<file path="config.mk">
export PLATFORM = sky130hd
export DESIGN_NAME = pmc_controller
export DESIGN_NICKNAME = d
export VERILOG_FILES = /design/src/logic/pmc_pkg.sv /design/src/logic/pmc_controller.sv
export SDC_FILE = /design/constraint.sdc
export NUM_CORES = 1
export LEC_CHECK = 0
export BUFFER_PORTS_ARGS = -buffer_cell sky130_fd_sc_hd__buf_2
export CAP_MARGIN = 20
export CORE_ASPECT_RATIO = 0.75
export CORE_MARGIN = 1.5
export CORE_UTILIZATION = 30
export DETAILED_ROUTE_END_ITERATION = 12
export PLACE_DENSITY = 0.54
export SLEW_MARGIN = 20
export SYNTH_ARGS = -nofsm -noshare
export SYNTH_HDL_FRONTEND = slang
export SYNTH_SLANG_ARGS = --single-unit
export TNS_END_PERCENT = 1
</file>
<file path="constraint.sdc">
create_clock -name ref_clk -period 2.9 [get_ports ref_clk]
set_input_delay 0.58 -clock ref_clk [delete_from_list [all_inputs] [get_ports ref_clk]]
set_output_delay 0.58 -clock ref_clk [all_outputs]
set_load 0.1 [all_outputs]
</file>
<file path="src/logic/pmc_pkg.sv">
/*
 PHY management controller package: register byte offsets, field bit positions,
 command codes, management frame layout and timing constants.
 Assumes byte-wide register accesses and a 20 MHz system clock.
*/
package pmc_pkg;
    // ==========================================================
    // register byte offsets
    localparam logic [11:0] OFS_CTRL_LO = 12'h510;
    localparam logic [11:0] OFS_CTRL_HI = 12'h511;
    localparam logic [11:0] OFS_PHY_ADDR = 12'h512;
    localparam logic [11:0] OFS_REG_SEL = 12'h513;
    localparam logic [11:0] OFS_DATA_LO = 12'h514;
    localparam logic [11:0] OFS_DATA_HI = 12'h515;
    localparam logic [11:0] OFS_M_CLAIM = 12'h516;
    localparam logic [11:0] OFS_L_CLAIM = 12'h517;
    localparam logic [11:0] OFS_STAT_0 = 12'h518;
    localparam logic [11:0] OFS_STAT_1 = 12'h519;
    localparam logic [11:0] OFS_STAT_2 = 12'h51A;
    localparam logic [11:0] OFS_STAT_3 = 12'h51B;
    // ==========================================================
    // bit positions inside a byte
    localparam int BIT_WE = 0;
    localparam int BIT_SHOW_IND = 7;
    localparam int BIT_CLAIM = 0;
    localparam int BIT_FORCE = 1;
    localparam int BIT_BUSY = 7;
    localparam int BIT_CMD_ERR = 6;
    localparam int BIT_RD_ERR = 5;
    // ==========================================================
    // command codes and frame fields
    localparam logic [1:0] CMD_IDLE = 2'h0;
    localparam logic [1:0] CMD_READ = 2'h1;
    localparam logic [1:0] CMD_WRITE = 2'h2;
    localparam logic [1:0] FRM_START = 2'h1;
    localparam logic [1:0] FRM_OP_RD = 2'h2;
    localparam logic [1:0] FRM_OP_WR = 2'h1;
    localparam logic [1:0] FRM_TA_WR = 2'h2;
    localparam logic [31:0] FRM_PREAMBLE = 32'hFFFFFFFF;
    localparam logic [6:0] FRM_LAST_BIT = 7'h3F;
    localparam logic [6:0] FRM_RELEASE_BIT = 7'h2E;
    localparam logic [6:0] FRM_TA_BIT = 7'h2F;
    localparam logic [6:0] FRM_DATA_BIT = 7'h30;
    localparam logic [7:0] RST_BYTE = 8'h00;
    localparam logic [15:0] RST_WORD = 16'h0000;
    // ==========================================================
    // timing: management clock derived from system clock
    localparam int CLK_PERIOD_NS = 50;
    localparam int MDC_PERIOD_NS = 1000;
    localparam int MDC_HALF_CYC = (MDC_PERIOD_NS / 2 + CLK_PERIOD_NS - 1) / CLK_PERIOD_NS;
    localparam int FRAME_CYCLES = 64 * 2 * MDC_HALF_CYC;
    localparam logic [4:0] DIV_LAST = 5'(MDC_HALF_CYC - 1);
    typedef enum logic [1:0] {ST_IDLE = 2'h1, ST_SHIFT = 2'h2} pmc_state_e;
endpackage

</file>
<file path="src/logic/pmc_controller.sv">
/*
 PHY management controller: control/status and address/data registers reached
 by two hosts (network master side and local host port), and the management
 serial frame engine towards the external PHYs.
 Assumes host strobes, sof and strap inputs are synchronous to ref_clk;
 only mdio_in is asynchronous.
*/
// Operation
// - write-enable bit 0 reads one whenever local host port owns the unit
// - bit 1 reports whether local host port may take over control
// - bit 2 reports whether management-link detection is active
// - bits 7:3 return configured Phy_target_address of port 0, or the selected port's own address when the select bit is set and phy_addr < NUM_PORTS
// - command bits 9:8: 00 idle clears errors, 01 read, 10 write
// - command field reads back the command being executed
// - read error bit 13 set when PHY does not respond
// - any accepted host write to control/status clears read error
// - command error bit 14 on invalid code or write without enable
// - command error cleared by valid command or idle code
// - bit 15 busy while the frame engine runs
// - writes to management registers ignored while busy
// - only the owning host may write the gated fields
// - write enable clears at next frame start or local access end
// - command field returns to idle when busy ends
// - idle code clears both error flags together
// - five-bit Phy_target_address selects target; select bit picks shown address
// - five-bit register address selects register inside the PHY
// - ownership bit: 0 network master side, 1 local host port
`timescale 1ns/1ps
module pmc_controller #(
    parameter int NUM_PORTS = 4
) (
    input wire logic ref_clk,
    input wire logic arst_n,
    input wire logic [11:0] m_addr,
    input wire logic m_wr,
    input wire logic m_rd,
    input wire logic [7:0] m_wdata,
    output logic [7:0] m_rdata,
    input wire logic [11:0] l_addr,
    input wire logic l_wr,
    input wire logic l_rd,
    input wire logic [7:0] l_wdata,
    output logic [7:0] l_rdata,
    input wire logic sof,
    input wire logic l_access_end,
    input wire logic lh_ctrl_possible,
    input wire logic link_detect_active,
    input wire logic [4:0] port0_phy_addr,
    input wire logic [5*NUM_PORTS-1:0] port_phy_addrs,
    input wire logic [8*NUM_PORTS-1:0] port_link_status,
    output logic mdc,
    input wire logic mdio_in,
    output logic mdio_out,
    output logic mdio_oe_n
);
    // ==========================================================
    // state
    typedef struct packed {
        pmc_pkg::pmc_state_e state;
        logic we;
        logic [1:0] cmd;
        logic rd_err;
        logic cmd_err;
        logic [4:0] phy_addr;
        logic show_ind;
        logic [7:0] reg_sel;
        logic [15:0] data;
        logic m_claim;
        logic l_claim;
        logic [4:0] div_cnt;
        logic mdc;
        logic [6:0] bit_cnt;
        logic [63:0] shreg;
        logic [15:0] rx;
        logic ta_fail;
        logic mdio_o;
        logic mdio_oe_n;
        logic mdi_s1;
        logic mdi_s2;
        logic [7:0] m_rdata;
        logic [7:0] l_rdata;
        logic [11:0] busy_cnt;
    } pmc_regs_s;

    pmc_regs_s r_r;
    pmc_regs_s r_nxt;
    logic busy;
    logic we_eff;
    logic m_wr_ok;
    logic l_wr_ok;
    logic wr_ok;
    logic [11:0] wa;
    logic [7:0] wd;
    logic [4:0] disp_addr;
    logic [7:0] ctrl_lo;
    logic [7:0] ctrl_hi;
    logic is_read;

    // ==========================================================
    // write qualification and readback words
    // busy follows the engine
    assign busy = (r_r.state == pmc_pkg::ST_SHIFT);
    // local owner always sees writes enabled
    assign we_eff = r_r.we | r_r.l_claim;
    // busy blocks writes; only the owner gets through
    assign m_wr_ok = m_wr && !r_r.l_claim && !busy;
    assign l_wr_ok = l_wr && r_r.l_claim && !busy;
    assign wr_ok = m_wr_ok | l_wr_ok;
    assign wa = m_wr_ok ? m_addr : l_addr;
    assign wd = m_wr_ok ? m_wdata : l_wdata;
    assign is_read = (r_r.cmd == pmc_pkg::CMD_READ);
    // shown address is port 0 offset or a port's own address
    assign disp_addr = (r_r.show_ind && (r_r.phy_addr < 5'(NUM_PORTS)))
        ? port_phy_addrs[5 * r_r.phy_addr[1:0] +: 5] : port0_phy_addr;
    // takeover possible; link detection; shown address
    assign ctrl_lo = {disp_addr, link_detect_active, lh_ctrl_possible, we_eff};
    // command field shows the running command
    assign ctrl_hi = {busy, r_r.cmd_err, r_r.rd_err, 3'h0, r_r.cmd};

    // byte readback mux; unmapped offsets read zero
    function automatic logic [7:0] rd_byte(input logic [11:0] a);
        logic [7:0] v;
        v = pmc_pkg::RST_BYTE;
        unique case (a)
            pmc_pkg::OFS_CTRL_LO: v = ctrl_lo;
            pmc_pkg::OFS_CTRL_HI: v = ctrl_hi;
            pmc_pkg::OFS_PHY_ADDR: v = {r_r.show_ind, 2'h0, r_r.phy_addr};
            pmc_pkg::OFS_REG_SEL: v = r_r.reg_sel;
            pmc_pkg::OFS_DATA_LO: v = r_r.data[7:0];
            pmc_pkg::OFS_DATA_HI: v = r_r.data[15:8];
            pmc_pkg::OFS_M_CLAIM: v = {7'h00, r_r.m_claim};
            pmc_pkg::OFS_L_CLAIM: v = {7'h00, r_r.l_claim};
            pmc_pkg::OFS_STAT_0: v = port_link_status[7:0];
            pmc_pkg::OFS_STAT_1: v = port_link_status[15:8];
            pmc_pkg::OFS_STAT_2: v = port_link_status[23:16];
            pmc_pkg::OFS_STAT_3: v = port_link_status[31:24];
            default: v = pmc_pkg::RST_BYTE;
        endcase
        return v;
    endfunction

    // ==========================================================
    // next-state logic
    always_comb
    begin
        r_nxt = r_r;
        // two-stage synchroniser on the serial data input
        r_nxt.mdi_s1 = mdio_in;
        r_nxt.mdi_s2 = r_r.mdi_s1;
        // busy-cycle count, read only by the frame length check
        r_nxt.busy_cnt = busy ? r_r.busy_cnt + 12'h001 : 12'h000;
        if (m_rd)
        begin
            r_nxt.m_rdata = rd_byte(m_addr);
        end
        if (l_rd)
        begin
            r_nxt.l_rdata = rd_byte(l_addr);
        end
        // self-clear first so a same-cycle master write wins
        if (sof || l_access_end)
        begin
            r_nxt.we = 1'b0;
        end
        if (m_wr_ok && wa == pmc_pkg::OFS_CTRL_LO)
        begin
            r_nxt.we = wd[pmc_pkg::BIT_WE];
        end
        // ownership; master may force it back to itself
        if (m_wr && !r_r.l_claim && m_addr == pmc_pkg::OFS_M_CLAIM)
        begin
            r_nxt.m_claim = m_wdata[pmc_pkg::BIT_CLAIM];
        end
        if (l_wr && l_addr == pmc_pkg::OFS_L_CLAIM && !r_r.m_claim && lh_ctrl_possible)
        begin
            r_nxt.l_claim = l_wdata[pmc_pkg::BIT_CLAIM];
        end
        if (m_wr && m_addr == pmc_pkg::OFS_L_CLAIM && m_wdata[pmc_pkg::BIT_FORCE])
        begin
            r_nxt.l_claim = 1'b0;
        end
        if (wr_ok && wa == pmc_pkg::OFS_PHY_ADDR)
        begin
            r_nxt.phy_addr = wd[4:0];
            r_nxt.show_ind = wd[pmc_pkg::BIT_SHOW_IND];
        end
        if (wr_ok && wa == pmc_pkg::OFS_REG_SEL)
        begin
            r_nxt.reg_sel = wd;
        end
        if (wr_ok && wa == pmc_pkg::OFS_DATA_LO)
        begin
            r_nxt.data[7:0] = wd;
        end
        if (wr_ok && wa == pmc_pkg::OFS_DATA_HI)
        begin
            r_nxt.data[15:8] = wd;
        end
        // any accepted write to control/status clears read error
        if (wr_ok && (wa == pmc_pkg::OFS_CTRL_LO || wa == pmc_pkg::OFS_CTRL_HI))
        begin
            r_nxt.rd_err = 1'b0;
        end
        unique case (r_r.state)
            pmc_pkg::ST_IDLE:
            begin
                // command decode on the upper control byte
                if (wr_ok && wa == pmc_pkg::OFS_CTRL_HI)
                begin
                    unique case (wd[1:0])
                        pmc_pkg::CMD_IDLE:
                        begin
                            r_nxt.cmd_err = 1'b0;
                            r_nxt.rd_err = 1'b0;
                        end
                        pmc_pkg::CMD_READ,
                        pmc_pkg::CMD_WRITE:
                        begin
                            // write without enable is a command error
                            if (wd[1:0] == pmc_pkg::CMD_WRITE && !we_eff)
                            begin
                                r_nxt.cmd_err = 1'b1;
                            end
                            else
                            begin
                                // a valid command clears command error
                                r_nxt.cmd_err = 1'b0;
                                r_nxt.state = pmc_pkg::ST_SHIFT;
                                r_nxt.cmd = wd[1:0];
                                r_nxt.shreg = {pmc_pkg::FRM_PREAMBLE, pmc_pkg::FRM_START,
                                    (wd[1:0] == pmc_pkg::CMD_READ) ? pmc_pkg::FRM_OP_RD
                                    : pmc_pkg::FRM_OP_WR,
                                    r_r.phy_addr, r_r.reg_sel[4:0], pmc_pkg::FRM_TA_WR,
                                    r_r.data};
                                r_nxt.mdio_o = 1'b1;
                                r_nxt.mdio_oe_n = 1'b0;
                                r_nxt.bit_cnt = 7'h00;
                                r_nxt.div_cnt = 5'h00;
                                r_nxt.mdc = 1'b0;
                                r_nxt.ta_fail = 1'b0;
                            end
                        end
                        // reserved code is refused as a command error
                        default:
                        begin
                            r_nxt.cmd_err = 1'b1;
                        end
                    endcase
                end
            end
            pmc_pkg::ST_SHIFT:
            begin
                // half-period divider sets the management clock rate
                r_nxt.div_cnt = r_r.div_cnt + 5'h01;
                if (r_r.div_cnt == pmc_pkg::DIV_LAST)
                begin
                    r_nxt.div_cnt = 5'h00;
                    r_nxt.mdc = !r_r.mdc;
                    if (!r_r.mdc)
                    begin
                        // rising edge: sample turnaround and read data
                        // a PHY that answers pulls the turnaround low
                        if (is_read && r_r.bit_cnt == pmc_pkg::FRM_TA_BIT && r_r.mdi_s2)
                        begin
                            r_nxt.ta_fail = 1'b1;
                        end
                        if (is_read && r_r.bit_cnt >= pmc_pkg::FRM_DATA_BIT)
                        begin
                            r_nxt.rx = {r_r.rx[14:0], r_r.mdi_s2};
                        end
                    end
                    else if (r_r.bit_cnt == pmc_pkg::FRM_LAST_BIT)
                    begin
                        // falling edge after the last bit: frame done
                        // command field back to idle as busy ends
                        r_nxt.state = pmc_pkg::ST_IDLE;
                        r_nxt.cmd = pmc_pkg::CMD_IDLE;
                        r_nxt.mdio_oe_n = 1'b1;
                        r_nxt.mdio_o = 1'b0;
                        // read result lands in the data register
                        if (is_read)
                        begin
                            r_nxt.data = r_r.rx;
                            r_nxt.rd_err = r_r.ta_fail;
                        end
                    end
                    else
                    begin
                        // falling edge: present the next bit
                        r_nxt.bit_cnt = r_r.bit_cnt + 7'h01;
                        r_nxt.shreg = {r_r.shreg[62:0], 1'b0};
                        r_nxt.mdio_o = r_r.shreg[62];
                        // reads release the line from the turnaround on
                        if (is_read && r_r.bit_cnt + 7'h01 >= pmc_pkg::FRM_RELEASE_BIT)
                        begin
                            r_nxt.mdio_oe_n = 1'b1;
                        end
                    end
                end
            end
        endcase
    end

    // ==========================================================
    // state register
    always_ff @(posedge ref_clk or negedge arst_n)
    begin
        if (!arst_n)
        begin
            r_r <= '{state: pmc_pkg::ST_IDLE, mdio_oe_n: 1'b1, default: '0}; // line released
        end
        else
        begin
            r_r <= r_nxt;
        end
    end

    assign m_rdata = r_r.m_rdata;
    assign l_rdata = r_r.l_rdata;
    assign mdc = r_r.mdc;
    assign mdio_out = r_r.mdio_o;
    assign mdio_oe_n = r_r.mdio_oe_n;
endmodule

</file>
Word-level counts from Yosys, hierarchy flattened --
Index checks and enable logic that the tools add are counted.
Cells by class: add/subtract/negate cells 2, $mul 1, magnitude comparators 3, equal/unequal tests 48, shift operators 1, mux-type cells 53, bitwise logic cells 3, reduce and logical (&&, ||, !) cells 43
Operators with widths (count):
- $eq A12 B11 Y1 const B | 30
- $mux W77 | 3
- $pmux W8 S12 | 2
- $pmux W77 S2 | 1
- $mux W71 | 2
- $mux W16 | 6
- $mux W96 | 1
- $mux W8 | 3
- $reduce_and A6 Y1 | 4
- $logic_and A1 B1 Y1 | 23
- $mux W2 | 11
- $shiftx A20 B6 Y5 | 1
- $mux W3 | 6
- $mux W17 | 1
- $eq A7 B6 Y1 const B | 2
- $ge A7 B6 Y1 const B | 2
- $mux W12 | 1
- $pmux W3 S2 | 2
- $mux W1 | 10
- $ne A2 B2 Y1 const B | 5
- $ne A2 B1 Y1 const B | 4
- $reduce_and A4 Y1 | 2
- $add A7 B1 Y7 const B | 1
- $eq A2 B1 Y1 const B | 3
- other kinds (20) | 28
Storage, ports and cells: register bits after elaboration 152, logic and storage cells 177

Depth between registers and ports, before layout --
Gate-level depths: netlist (run 1).
depth after elaboration 13, mapped depth 13, depth with buffers taken out 10

Least setup slack after synthesis (run 1) --
OpenSTA, ideal clock, no wires.
path kind flip-flop to flip-flop, start register r_r[163] (netlist name), end register r_r[113] (netlist name), setup time 0.125 ns, arrival 2.711 ns, data required time 2.775 ns, path slack 0.064 ns, stages on the path, launching flop included 13, buffers on the path 3, clock period less this slack 2.836 ns, path through dfstp_2 buf_4 or2b_1 buf_6 nand2_4 mux2i_1 inv_1 ha_1 a21oi_1 a31oi_2 or2_1 clkbuf_1 mux2_2
Between the ends: cells in the longest elaborated chain, start to end 8, elaborated cells between the ends (all ways) 22, classes of those cells 11 x eq/ne; 3 x mux; 1 x bitwise; 7 x reduce/logical
RTL lines:
- start, declared | RTL line pmc_controller.sv:85 | pmc_regs_s r_r;
- start signal, assigned | RTL line pmc_controller.sv:314 | r_r <= r_nxt;
- $eq A2 B2 Y1 * | RTL line pmc_controller.sv:102 | assign busy = (r_r.state == pmc_pkg::ST_SHIFT);
- $logic_not A1 Y1 * | RTL line pmc_controller.sv:106 | assign m_wr_ok = m_wr && !r_r.l_claim && !busy;
- $logic_and A1 B1 Y1 * | RTL line pmc_controller.sv:106
- $mux W8 * | RTL line pmc_controller.sv:110 | assign wd = m_wr_ok ? m_wdata : l_wdata;
- net wd[1] | RTL line pmc_controller.sv:93 | logic [7:0] wd;
- $eq A2 B2 Y1 / $eq A2 B1 Y1 (equally long branches) | RTL line pmc_controller.sv:210, pmc_controller.sv:220
- $reduce_or A2 Y1 / $logic_and A1 B1 Y1 (equally long branches) | RTL line pmc_controller.sv:210, pmc_controller.sv:220
- $ne A2 B1 Y1 (no source line) / $ne A2 B2 Y1 (equally long branches)
- $reduce_and A6 Y1 (no source line) *
The timed path passes the listed nets; every way through them passes the cells marked *. A chain may end at the register's enable or synchronous reset.

Final worst setup path (run 1) --
start register r_r[126] (netlist name), end register r_r[75] (netlist name)
Between the ends: cells in the longest elaborated chain, start to end 8, elaborated cells between the ends (all ways) 20, classes of those cells 6 x eq/ne; 2 x mux; 2 x bitwise; 10 x reduce/logical
RTL lines:
- $logic_not A1 Y1 | RTL line pmc_controller.sv:106
- $logic_and A1 B1 Y1 (2 in a row) | RTL line pmc_controller.sv:106
- $mux W12 / $mux W8 (equally long branches) | RTL line pmc_controller.sv:109, pmc_controller.sv:110
- $eq A12 B11 Y1, or another cell as far along | RTL line pmc_controller.sv:208 | if (wr_ok && wa == pmc_pkg::OFS_CTRL_HI)
- $logic_and A1 B1 Y1, or another cell as far along | RTL line pmc_controller.sv:208
- $ne A2 B2 Y1 (no source line) / $ne A2 B1 Y1 (equally long branches)
- $reduce_and A6 Y1 (no source line) *
Mark *: on every way between the ends. The rest lies on a longest branch, timed or not.

==> results of run 1 <==
## placed cells by master (no fill, tap or decap), types with 6 or more instances in the layout
cell type	instances
sky130_fd_sc_hd__nor2b_1	11
sky130_fd_sc_hd__clkbuf_16	17
sky130_fd_sc_hd__buf_2	125
sky130_fd_sc_hd__and3_1	35
sky130_fd_sc_hd__nand3_1	25
sky130_fd_sc_hd__nand2b_1	8
sky130_fd_sc_hd__mux2i_1	40
sky130_fd_sc_hd__ha_1	8
sky130_fd_sc_hd__nand4_1	7
sky130_fd_sc_hd__dfrtp_1	150
sky130_fd_sc_hd__o22ai_1	7
sky130_fd_sc_hd__a21oi_1	48
sky130_fd_sc_hd__a32oi_1	6
sky130_fd_sc_hd__nand2_1	102
sky130_fd_sc_hd__a2bb2oi_1	33
sky130_fd_sc_hd__inv_1	18
sky130_fd_sc_hd__a22oi_1	12
sky130_fd_sc_hd__nor2_1	27
sky130_fd_sc_hd__a31oi_1	13
sky130_fd_sc_hd__nor3_1	12
sky130_fd_sc_hd__o21ai_0	103
sky130_fd_sc_hd__o21ai_1	17
sky130_fd_sc_hd__buf_4	52
sky130_fd_sc_hd__mux4_2	17
sky130_fd_sc_hd__mux2_2	40
## worst reg2reg max path: stages, from the launching register on
cell and delay [ns]:
sky130_fd_sc_hd__dfrtp_1 0.46, sky130_fd_sc_hd__and2b_2 0.28, sky130_fd_sc_hd__nand2_4 0.09, sky130_fd_sc_hd__mux2i_2 0.28
sky130_fd_sc_hd__ha_1 0.28, sky130_fd_sc_hd__inv_1 0.07, sky130_fd_sc_hd__a21oi_1 0.04, sky130_fd_sc_hd__buf_4 0.16
sky130_fd_sc_hd__a31oi_4 0.24, sky130_fd_sc_hd__or2_1 0.31, sky130_fd_sc_hd__buf_4 0.26, sky130_fd_sc_hd__o21ai_0 0.12
## cells by family (layout without fill, tap and decap cells)
| kind of cell | count (synthesis) | after routing |
|---|---|---|
| flops | 152 | 152 |
| xor+xnor | 1 | 1 |
| fa+ha+maj | 8 | 8 |
| compound gates | 289 | 289 |
| mux | 99 | 99 |
| buf+inv | 104 | 231 |
| simple gates | 269 | 269 |
## registers in the layout, indices dropped and copies added, names as in the netlist
| name | count |
|---|---|
| mdio_oe_n | 1 |
| l_rdata | 8 |
| ctrl_hi | 4 |
| m_rdata | 8 |
| r_nxt | 1 |
| mdc | 1 |
| mdio_out | 1 |
| r_r | 128 |
## power by group
part	switching (W)	total [W]	internal, W	leakage [nW]
sequential	0.000293	0.00284	0.00255	1.87
clock	0.000932	0.00230	0.00136	0.286
combinational	0.000689	0.00128	0.000591	2.42
total	0.00191	0.00642	0.00450	4.57
## final timing paths
kind	to	slack, ns	cells after the start
max	r_r[75]$_DFFE_PN0P_	0.18	11
min	m_rdata[4]$_DFFE_PN0P_	0.19	1
max reg2reg	r_r[75]$_DFFE_PN0P_	0.18	11
min reg2reg	r_r[28]$_DFF_PN0_	0.36	0
max in group asynchronous	r_r[97]$_DFFE_PN0P_	2.00	2
min in group ref_clk	r_nxt[28]$_DFF_PN0_	0.25	1
## routing by layer
layer / share of wire, % / vias up
li1: - / 3653
met1: 50 / 3951
met2: 39 / 353
met3: 10 / 52
met4: 1.6 / 0
met5: 0 / -
## stage by stage
stage / instances / hold slack (ns) / utilization (%) / setup slack [ns]
6_report: 1441 / 0.1885 / 36.81 / 0.1754
2_1_floorplan: 922 / 0.2844 / - / 0.06387
4_1_cts: 1441 / 0.2208 / 36.79 / 0.1432
5_1_grt: 1441 / 0.2351 / 36.81 / 0.02172
3_3_place_gp: 1409 / 0.3349 / 34.73 / 0.05340
3_5_place_dp: 1409 / 0.3463 / 34.73 / -0.08713
## layout make-up
cell class                 instances  area [sq um]
fill                            3039         18450
multi-input combinational        666          4690
sequential                       152          3806
timing repair buffer             181          1087
tap                              392         490.5
clock buffer                      23         488.0
clock inverter                     9         113.9
inverter                          18         67.56
==> out/qor.tcl, run 1 <==
set qor(coreArea_sq_um) 29190
set qor(post_synth_num_cell_types) 81
set qor(routed_wire_length_per_instance_microns) 20.75
set qor(ctsRootBufferMaster) {sky130_fd_sc_hd__clkbuf_16}
set qor(post-cts-setup-buffers) 0
set qor(synth-adder-area-share_pct) 1.121
set qor(critical_path_required_ns) 3.22
set qor(worst_skew_pair.late_latency_ns) 0.44
set qor(nNetsFinal) 1152
set qor(post_synth_and_or_nand_nor_area_fraction_pct) 15.84
set qor(postSynthAreaPerCell_sq_um) 9.687
set qor(grt_max_degree) 77
set qor(cts_tree) {yes}
set qor(antenna-diode-count) 0
set qor(route.vias.total) 8009
set qor(ys_top_cells_by_area) {sky130_fd_sc_hd__dfrtp_1 42%, sky130_fd_sc_hd__o21ai_0 5.8%, sky130_fd_sc_hd__mux2_2 5.0%, sky130_fd_sc_hd__mux2i_1 4.6%, sky130_fd_sc_hd__nand2_1 4.3%}
set qor(timing.critical_path.max_delay_family) {simple AND/OR/NAND/NOR gates}
set qor(worst_pin_slew_ns) 0.7583
set qor(grt_pass1_vias) 7507
set qor(use_met3_pct) 7.271
set qor(report.final.hold_viol_count) 0
set qor(io_buffer_count) 126
set qor(routabilityCongestion) 0.9550
set qor(top_usage_layer) {met1}
set qor(initial_core_util_pct) 30.60
set qor(synthMostInstantiatedCell) {sky130_fd_sc_hd__dfrtp_1}
set qor(timing.critical_path.arrival_ns) 3.04
set qor(synth.net_count) 1038
set qor(synth.yosys.warnings) 0
set qor(final-setup-viol-count) 0
set qor(critical_path.max_stage_delay_ns) 0.46
set qor(syn-instance-count) 922
set qor(worstPathBufferInverterCount) 3
set qor(post-route-cell-area_sq_um) 10740
set qor(clock-sinks) 152
set qor(critical-path-slowest-cell) {sky130_fd_sc_hd__dfrtp_1}
set qor(die_height_microns) 152.4
set qor(crit_path_start) {r_r[126]$_DFFE_PN0P_}
set qor(fmaxAchievable_ghz) 0.3670
set qor(min_period_over_period_pct) 93.95
set qor(cts.clk_slew.worst_paths_ns) 0.06
set qor(post_drt_via_cell_ratio) 5.558
set qor(status) {finished, final reports clean}
set qor(synth_xor_xnor_area_share_pct) 0.09807
set qor(gr-total-overflow) 0
set qor(post_cts_resized) 0
set qor(synth-compound-area-share_pct) 20.82
set qor(crit-reg2reg-launch) {r_r[126]$_DFFE_PN0P_}
set qor(cts_hold_repair.buffers) 0
set qor(groute.usage.overall_pct) 19.45
set qor(final_layout_size_suffix_gt1_share_pct) 28.22
set qor(final_period_minus_worst_setup_slack_ns) 2.725
set qor(number_of_synthesized_flops_with_an_enable_pin) 0
set qor(timing.max_slew.rel_slack_pct) 49.45
set qor(synth_mux_area_share_pct) 14.09
set qor(maxCapViolations) 0
set qor(ant_nets) 0
set qor(async_reset_ff_share_pct) 100.0
set qor(yosys_most_used_dff) {sky130_fd_sc_hd__dfrtp_1}
set qor(setup_repair_after_global_routing_missed_its_margin) {false}
set qor(criticalPathCategory) {reg2reg}
set qor(gr-usage-met1_pct) 30.05
set qor(setup_tns_ns) 0
set qor(grtUsageMet2_pct) 24.74
set qor(die-width_microns) 202.2
set qor(growth_of_design_area_from_synthesis_to_finish_pct) 20.29
set qor(critical_path_fanout_max) 15
set qor(final_count_of_pins_violating_max_slew) 0
set qor(row_count) 54
set qor(drt_drc_violations_left) 0
set qor(cpMostUsedCell) {sky130_fd_sc_hd__buf_4}
set qor(skew_ns) 0.01011
set qor(holdCritPathClass) {in2async}
set qor(power_per_cell_area_nw_per_um2) 597.3
set qor(report.power.total_w) 0.006417
set qor(vdd_ir_drop_max_mv) 0.4325
set qor(cts_bufs_inserted) 17
set qor(yosys_register_bits) 152
set qor(cp-end-kind) {flop}
set qor(placed_cell_area_sq_um) 10140
set qor(max-clock-path-buffers) 2
set qor(htree_levels) 4
set qor(drt_iter0_markers) 868
set qor(crit_chain) {and2b_2 -> nand2_4 -> mux2i_2 -> ha_1 -> inv_1 -> a21oi_1 -> buf_4 -> a31oi_4 -> or2_1 -> buf_4 -> o21ai_0}
set qor(synth_top_cell_area_share_pct) 42.03
set qor(critPathLaunchType) {flop}
set qor(yosysTopAreaCell) {sky130_fd_sc_hd__dfrtp_1}
set qor(synth_area_sq_um) 8931
set qor(routed_wl_microns) 29900
set qor(seq_area_frac_synth_pct) 42.62
set qor(detailedRoute.firstPassIterationCount) 6
set qor(power.static_leakage_nw) 4.572
set qor(post_synth_most_frequent_cells) {150 x sky130_fd_sc_hd__dfrtp_1, 103 x sky130_fd_sc_hd__o21ai_0, 102 x sky130_fd_sc_hd__nand2_1}
set qor(floorplan.die_area_sq_um) 30820
set qor(io_pins) 127
set qor(synth_top_family_by_area) {compound AO/OA/AOI/OAI gates}
set qor(dp_hpwl_microns) 21710
set qor(antenna_found_initial) 0
set qor(wire_length_of_the_first_global_routing_pass_microns) 45880
Power figures use the tool's default switching activity.
==> inputs of run 2 (changes only) <==
- CTS_BUF_LIST: not set -> sky130_fd_sc_hd__clkbuf_4
- PLACE_DENSITY: 0.54 -> 0.59
==> run 2 against run 1 <==
Count of clock-buffer cells in the layout decreased by 6; core utilization decreased by 0.86 points; via count increased by 0.26%; combinational power about the same; largest power group unchanged; flip-flop and latch count unchanged; clock power decreased by 37%; register-to-register slack improved by 0.02 ns; die area unchanged; critical endpoint is now r_r[69]$_DFFE_PN0P_; critical path type unchanged; global-route usage decreased by 0.13 points.
==> out/qor.tcl, run 2 (synthesis gave the netlist of run 1 again) <==
set qor(route.vias.total) 8030 ;# +0.26%
set qor(pwr-share-seq_pct) 51.0 ;# +6.7 points
set qor(wire_length_of_the_first_global_routing_pass_microns) 46170 ;# +0.63%
set qor(vdd_ir_drop_max_mv) 0.2423 ;# -44%
set qor(grt_pass1_vias) 7704 ;# +2.6%
set qor(drt_drc_violations_left) 0 ;# unchanged
set qor(maxCapViolations) 0 ;# unchanged
set qor(die_height_microns) 152.4 ;# unchanged
set qor(final_cell_mix) {149 x sky130_fd_sc_hd__dfrtp_1, 125 x sky130_fd_sc_hd__buf_2, 103 x sky130_fd_sc_hd__o21ai_0, 102 x sky130_fd_sc_hd__nand2_1, 50 x sky130_fd_sc_hd__buf_4}
set qor(reg2reg_slack_ns) 0.19 ;# +0.02 ns
set qor(critical-path-slowest-cell) {sky130_fd_sc_hd__dfrtp_2}
set qor(coreArea_sq_um) 29190 ;# unchanged
set qor(clock-sinks) 152 ;# unchanged
set qor(critPathLaunchType) {flop}
set qor(routed_wl_microns) 29800 ;# -0.33%
set qor(cts.clk_slew.worst_paths_ns) 0.16 ;# +0.10 ns
set qor(row_count) 54 ;# unchanged
set qor(max-clock-path-buffers) 2 ;# unchanged
set qor(fmaxAchievable_ghz) 0.3691 ;# +0.57%
set qor(post-route-cell-area_sq_um) 10490 ;# -2.3%
set qor(layout_commonest_cell) {sky130_fd_sc_hd__dfrtp_1}
set qor(critical_path.max_stage_delay_ns) 0.45 ;# about the same
set qor(antenna_found_initial) 1 ;# +1
set qor(worst_r2r_path_depth) 10 ;# -1
set qor(holdCritStartpoint) {mdio_in}
set qor(final_period_minus_worst_setup_slack_ns) 2.709 ;# -0.01534 ns
set qor(power.static_leakage_nw) 4.457 ;# -2.5%
set qor(flip_flop_count_of_the_largest_register_all_copies_and_words_added) 128 ;# unchanged
set qor(final_layout_size_suffix_gt1_share_pct) 28.48 ;# +0.26 points
set qor(placed_cell_area_sq_um) 10160 ;# +0.25%
set qor(critical_path_required_ns) 3.40 ;# +0.18 ns
set qor(criticalPathCategory) {reg2reg}
set qor(critical_path_fanout_max) 18 ;# +3
set qor(power_per_cell_area_nw_per_um2) 531.0 ;# -11%
set qor(worst_skew_pair.late_latency_ns) 0.58 ;# +0.14 ns
set qor(min_period_over_period_pct) 93.42 ;# -0.53 points
set qor(holdCritPathClass) {in2reg}
set qor(ctsRootBufferMaster) {sky130_fd_sc_hd__clkbuf_4}
set qor(regToRegEndpoint) {r_r[69]$_DFFE_PN0P_}
set qor(cts_tree) {yes}
set qor(dp_hpwl_microns) 21940 ;# +1.0%
set qor(htree_levels) 4 ;# unchanged
set qor(io_buffer_count) 126 ;# unchanged
set qor(setup_repair_after_global_routing_missed_its_margin) {false}
set qor(timing.max_slew.rel_slack_pct) 57.53 ;# +8.1 points
set qor(groute.usage.overall_pct) 19.32 ;# -0.13 points
set qor(timing.critical_path.arrival_ns) 3.21 ;# +0.17 ns
set qor(gr-total-overflow) 0 ;# unchanged
set qor(crit_chain) {and2b_2 -> nand2_4 -> mux2i_2 -> inv_1 -> ha_1 -> a21oi_1 -> a31oi_4 -> or2_1 -> buf_4 -> o21ai_0}
set qor(report.final.hold_viol_count) 0 ;# unchanged
set qor(min_delay_worst_endpoint) {r_nxt[28]$_DFF_PN0_}
set qor(routabilityCongestion) 0.9422 ;# -1.3%
set qor(routed_wire_length_per_instance_microns) 20.64 ;# -0.53%
set qor(drt_iter0_markers) 855 ;# -1.5%
set qor(switchingPower_w) 0.001889 ;# -1.3%
set qor(grt_max_degree) 55 ;# -29%
set qor(floorplan.die_area_sq_um) 30820 ;# unchanged
set qor(switching_share_pct) 33.91 ;# +4.1 points
set qor(final_count_of_pins_violating_max_slew) 0 ;# unchanged
set qor(crit-reg2reg-launch) {r_r[126]$_DFFE_PN0P_}
set qor(registers.top_by_ff_count) {r_r}
set qor(ant_nets) 0 ;# unchanged
set qor(io_pins) 127 ;# unchanged
set qor(final.hold.worst_slack_ns) 0.1245 ;# -0.06400 ns
set qor(nNetsFinal) 1153 ;# +0.087%
set qor(share_of_total_power_in_the_clock_network_pct) 26.1 ;# -9.7 points
set qor(initial_core_util_pct) 30.60 ;# unchanged
set qor(status) {finished, final reports clean}
set qor(final-setup-viol-count) 0 ;# unchanged
set qor(skew_ns) 0.03259 ;# +0.02248 ns
set qor(die-width_microns) 202.2 ;# unchanged
set qor(detailedRoute.firstPassIterationCount) 5 ;# -1
set qor(crit_path_start) {r_r[126]$_DFFE_PN0P_}
set qor(cp-end-kind) {flop}
set qor(min_delay_path_depth) 1
set qor(p_int_w) 0.003682 ;# -18%
set qor(worst_pin_slew_ns) 0.6193 ;# -0.1390 ns
set qor(cts_bufs_inserted) 17 ;# unchanged
set qor(post_drt_via_cell_ratio) 5.561 ;# about the same
set qor(p_comb_share_pct) 22.9 ;# +3.0 points
set qor(growth_of_design_area_from_synthesis_to_finish_pct) 17.48
-- run 2: changes by cell type in the layout (fill, tap and decap cells not counted), sizes merged --
| cell | before | now |
|---|---|---|
| clkinv | 2 | 3 |
| dlygate4sd3 | 0 | 1 |
| clkbuf | 23 | 17 |
| clkinvlp | 3 | 1 |
| diode | 0 | 2 |
| inv | 20 | 27 |
-- run 2: final cells by class --
class	count	area [sq um]
antenna	2	5.005
clock buffer	17	127.6
clock inverter	15	178.9
fill	3006	18700
inverter	18	67.56
multi-input combinational	666	4693
sequential	152	3807
tap	392	490.5
timing repair buffer	182	1122
-- run 2: routing by layer --
layer	vias up	track usage (%)	part of all wire, %
met2	343	25.95	40
met4	0	3.774	1.2
met1	3997	29.32	48
met3	38	6.950	10
met5	-	0	0
li1	3652	-	-
-- run 2: power groups by stage --
stage / sequential [W] / combinational [W] / clock (W)
floorplan: 0.00287 / 0.000812 / 0
global placement: 0.00287 / 0.00124 / 0
detailed placement: 0.00286 / 0.00128 / 0
CTS: 0.00283 / 0.00128 / 0.00148
global route: 0.00291 / 0.00142 / 0.00157
finish: 0.00284 / 0.00128 / 0.00146
-- run 2: through the flow --
step / setup slack (ns) / setup TNS (ns) / power (W) / util (%) / cells
after floorplan: 0.06387 / 0 / 0.003682 / - / 922
after global placement: 0.04735 / 0 / 0.004106 / 34.82 / 1409
after detailed placement: -0.1371 / -3.310 / 0.004142 / 34.82 / 1409
after CTS: 0.08021 / 0 / 0.005598 / 35.90 / 1442
after global routing: 0.02516 / 0 / 0.005893 / 35.93 / 1442
final: 0.1908 / 0 / 0.005572 / 35.95 / 1444
-- run 2: worst max-delay path by stage --
stage	end	cells after the start
2_1_floorplan	r_r[113]$_DFFE_PN0P_	12
4_1_cts	r_r[73]$_DFFE_PN0P_	10
5_1_grt	r_r[55]$_DFFE_PN0P_	10
6_report	r_r[69]$_DFFE_PN0P_	10
3_5_place_dp	r_r[73]$_DFFE_PN0P_	11
3_3_place_gp	r_r[90]$_DFFE_PN0P_	12
-- run 2: what timing repair did --
item / 4_1_cts / 5_1_grt
hold endpoints to repair: 48 / 0
gates resized for setup: 0 / 3
setup buffers: 0 / 0
setup endpoints to repair: 0 / 45
hold buffers: 1 / 0
-- run 2: critical path, delay by kind of cell (launching register included) --
kind	cells	cell delay (ns)
AOI/OAI and AO/OA	3	0.65
buffers and inverters	2	0.35
and+or+nand+nor	3	0.73
adders and majority gates	1	0.19
DFF	1	0.45
muxes	1	0.26
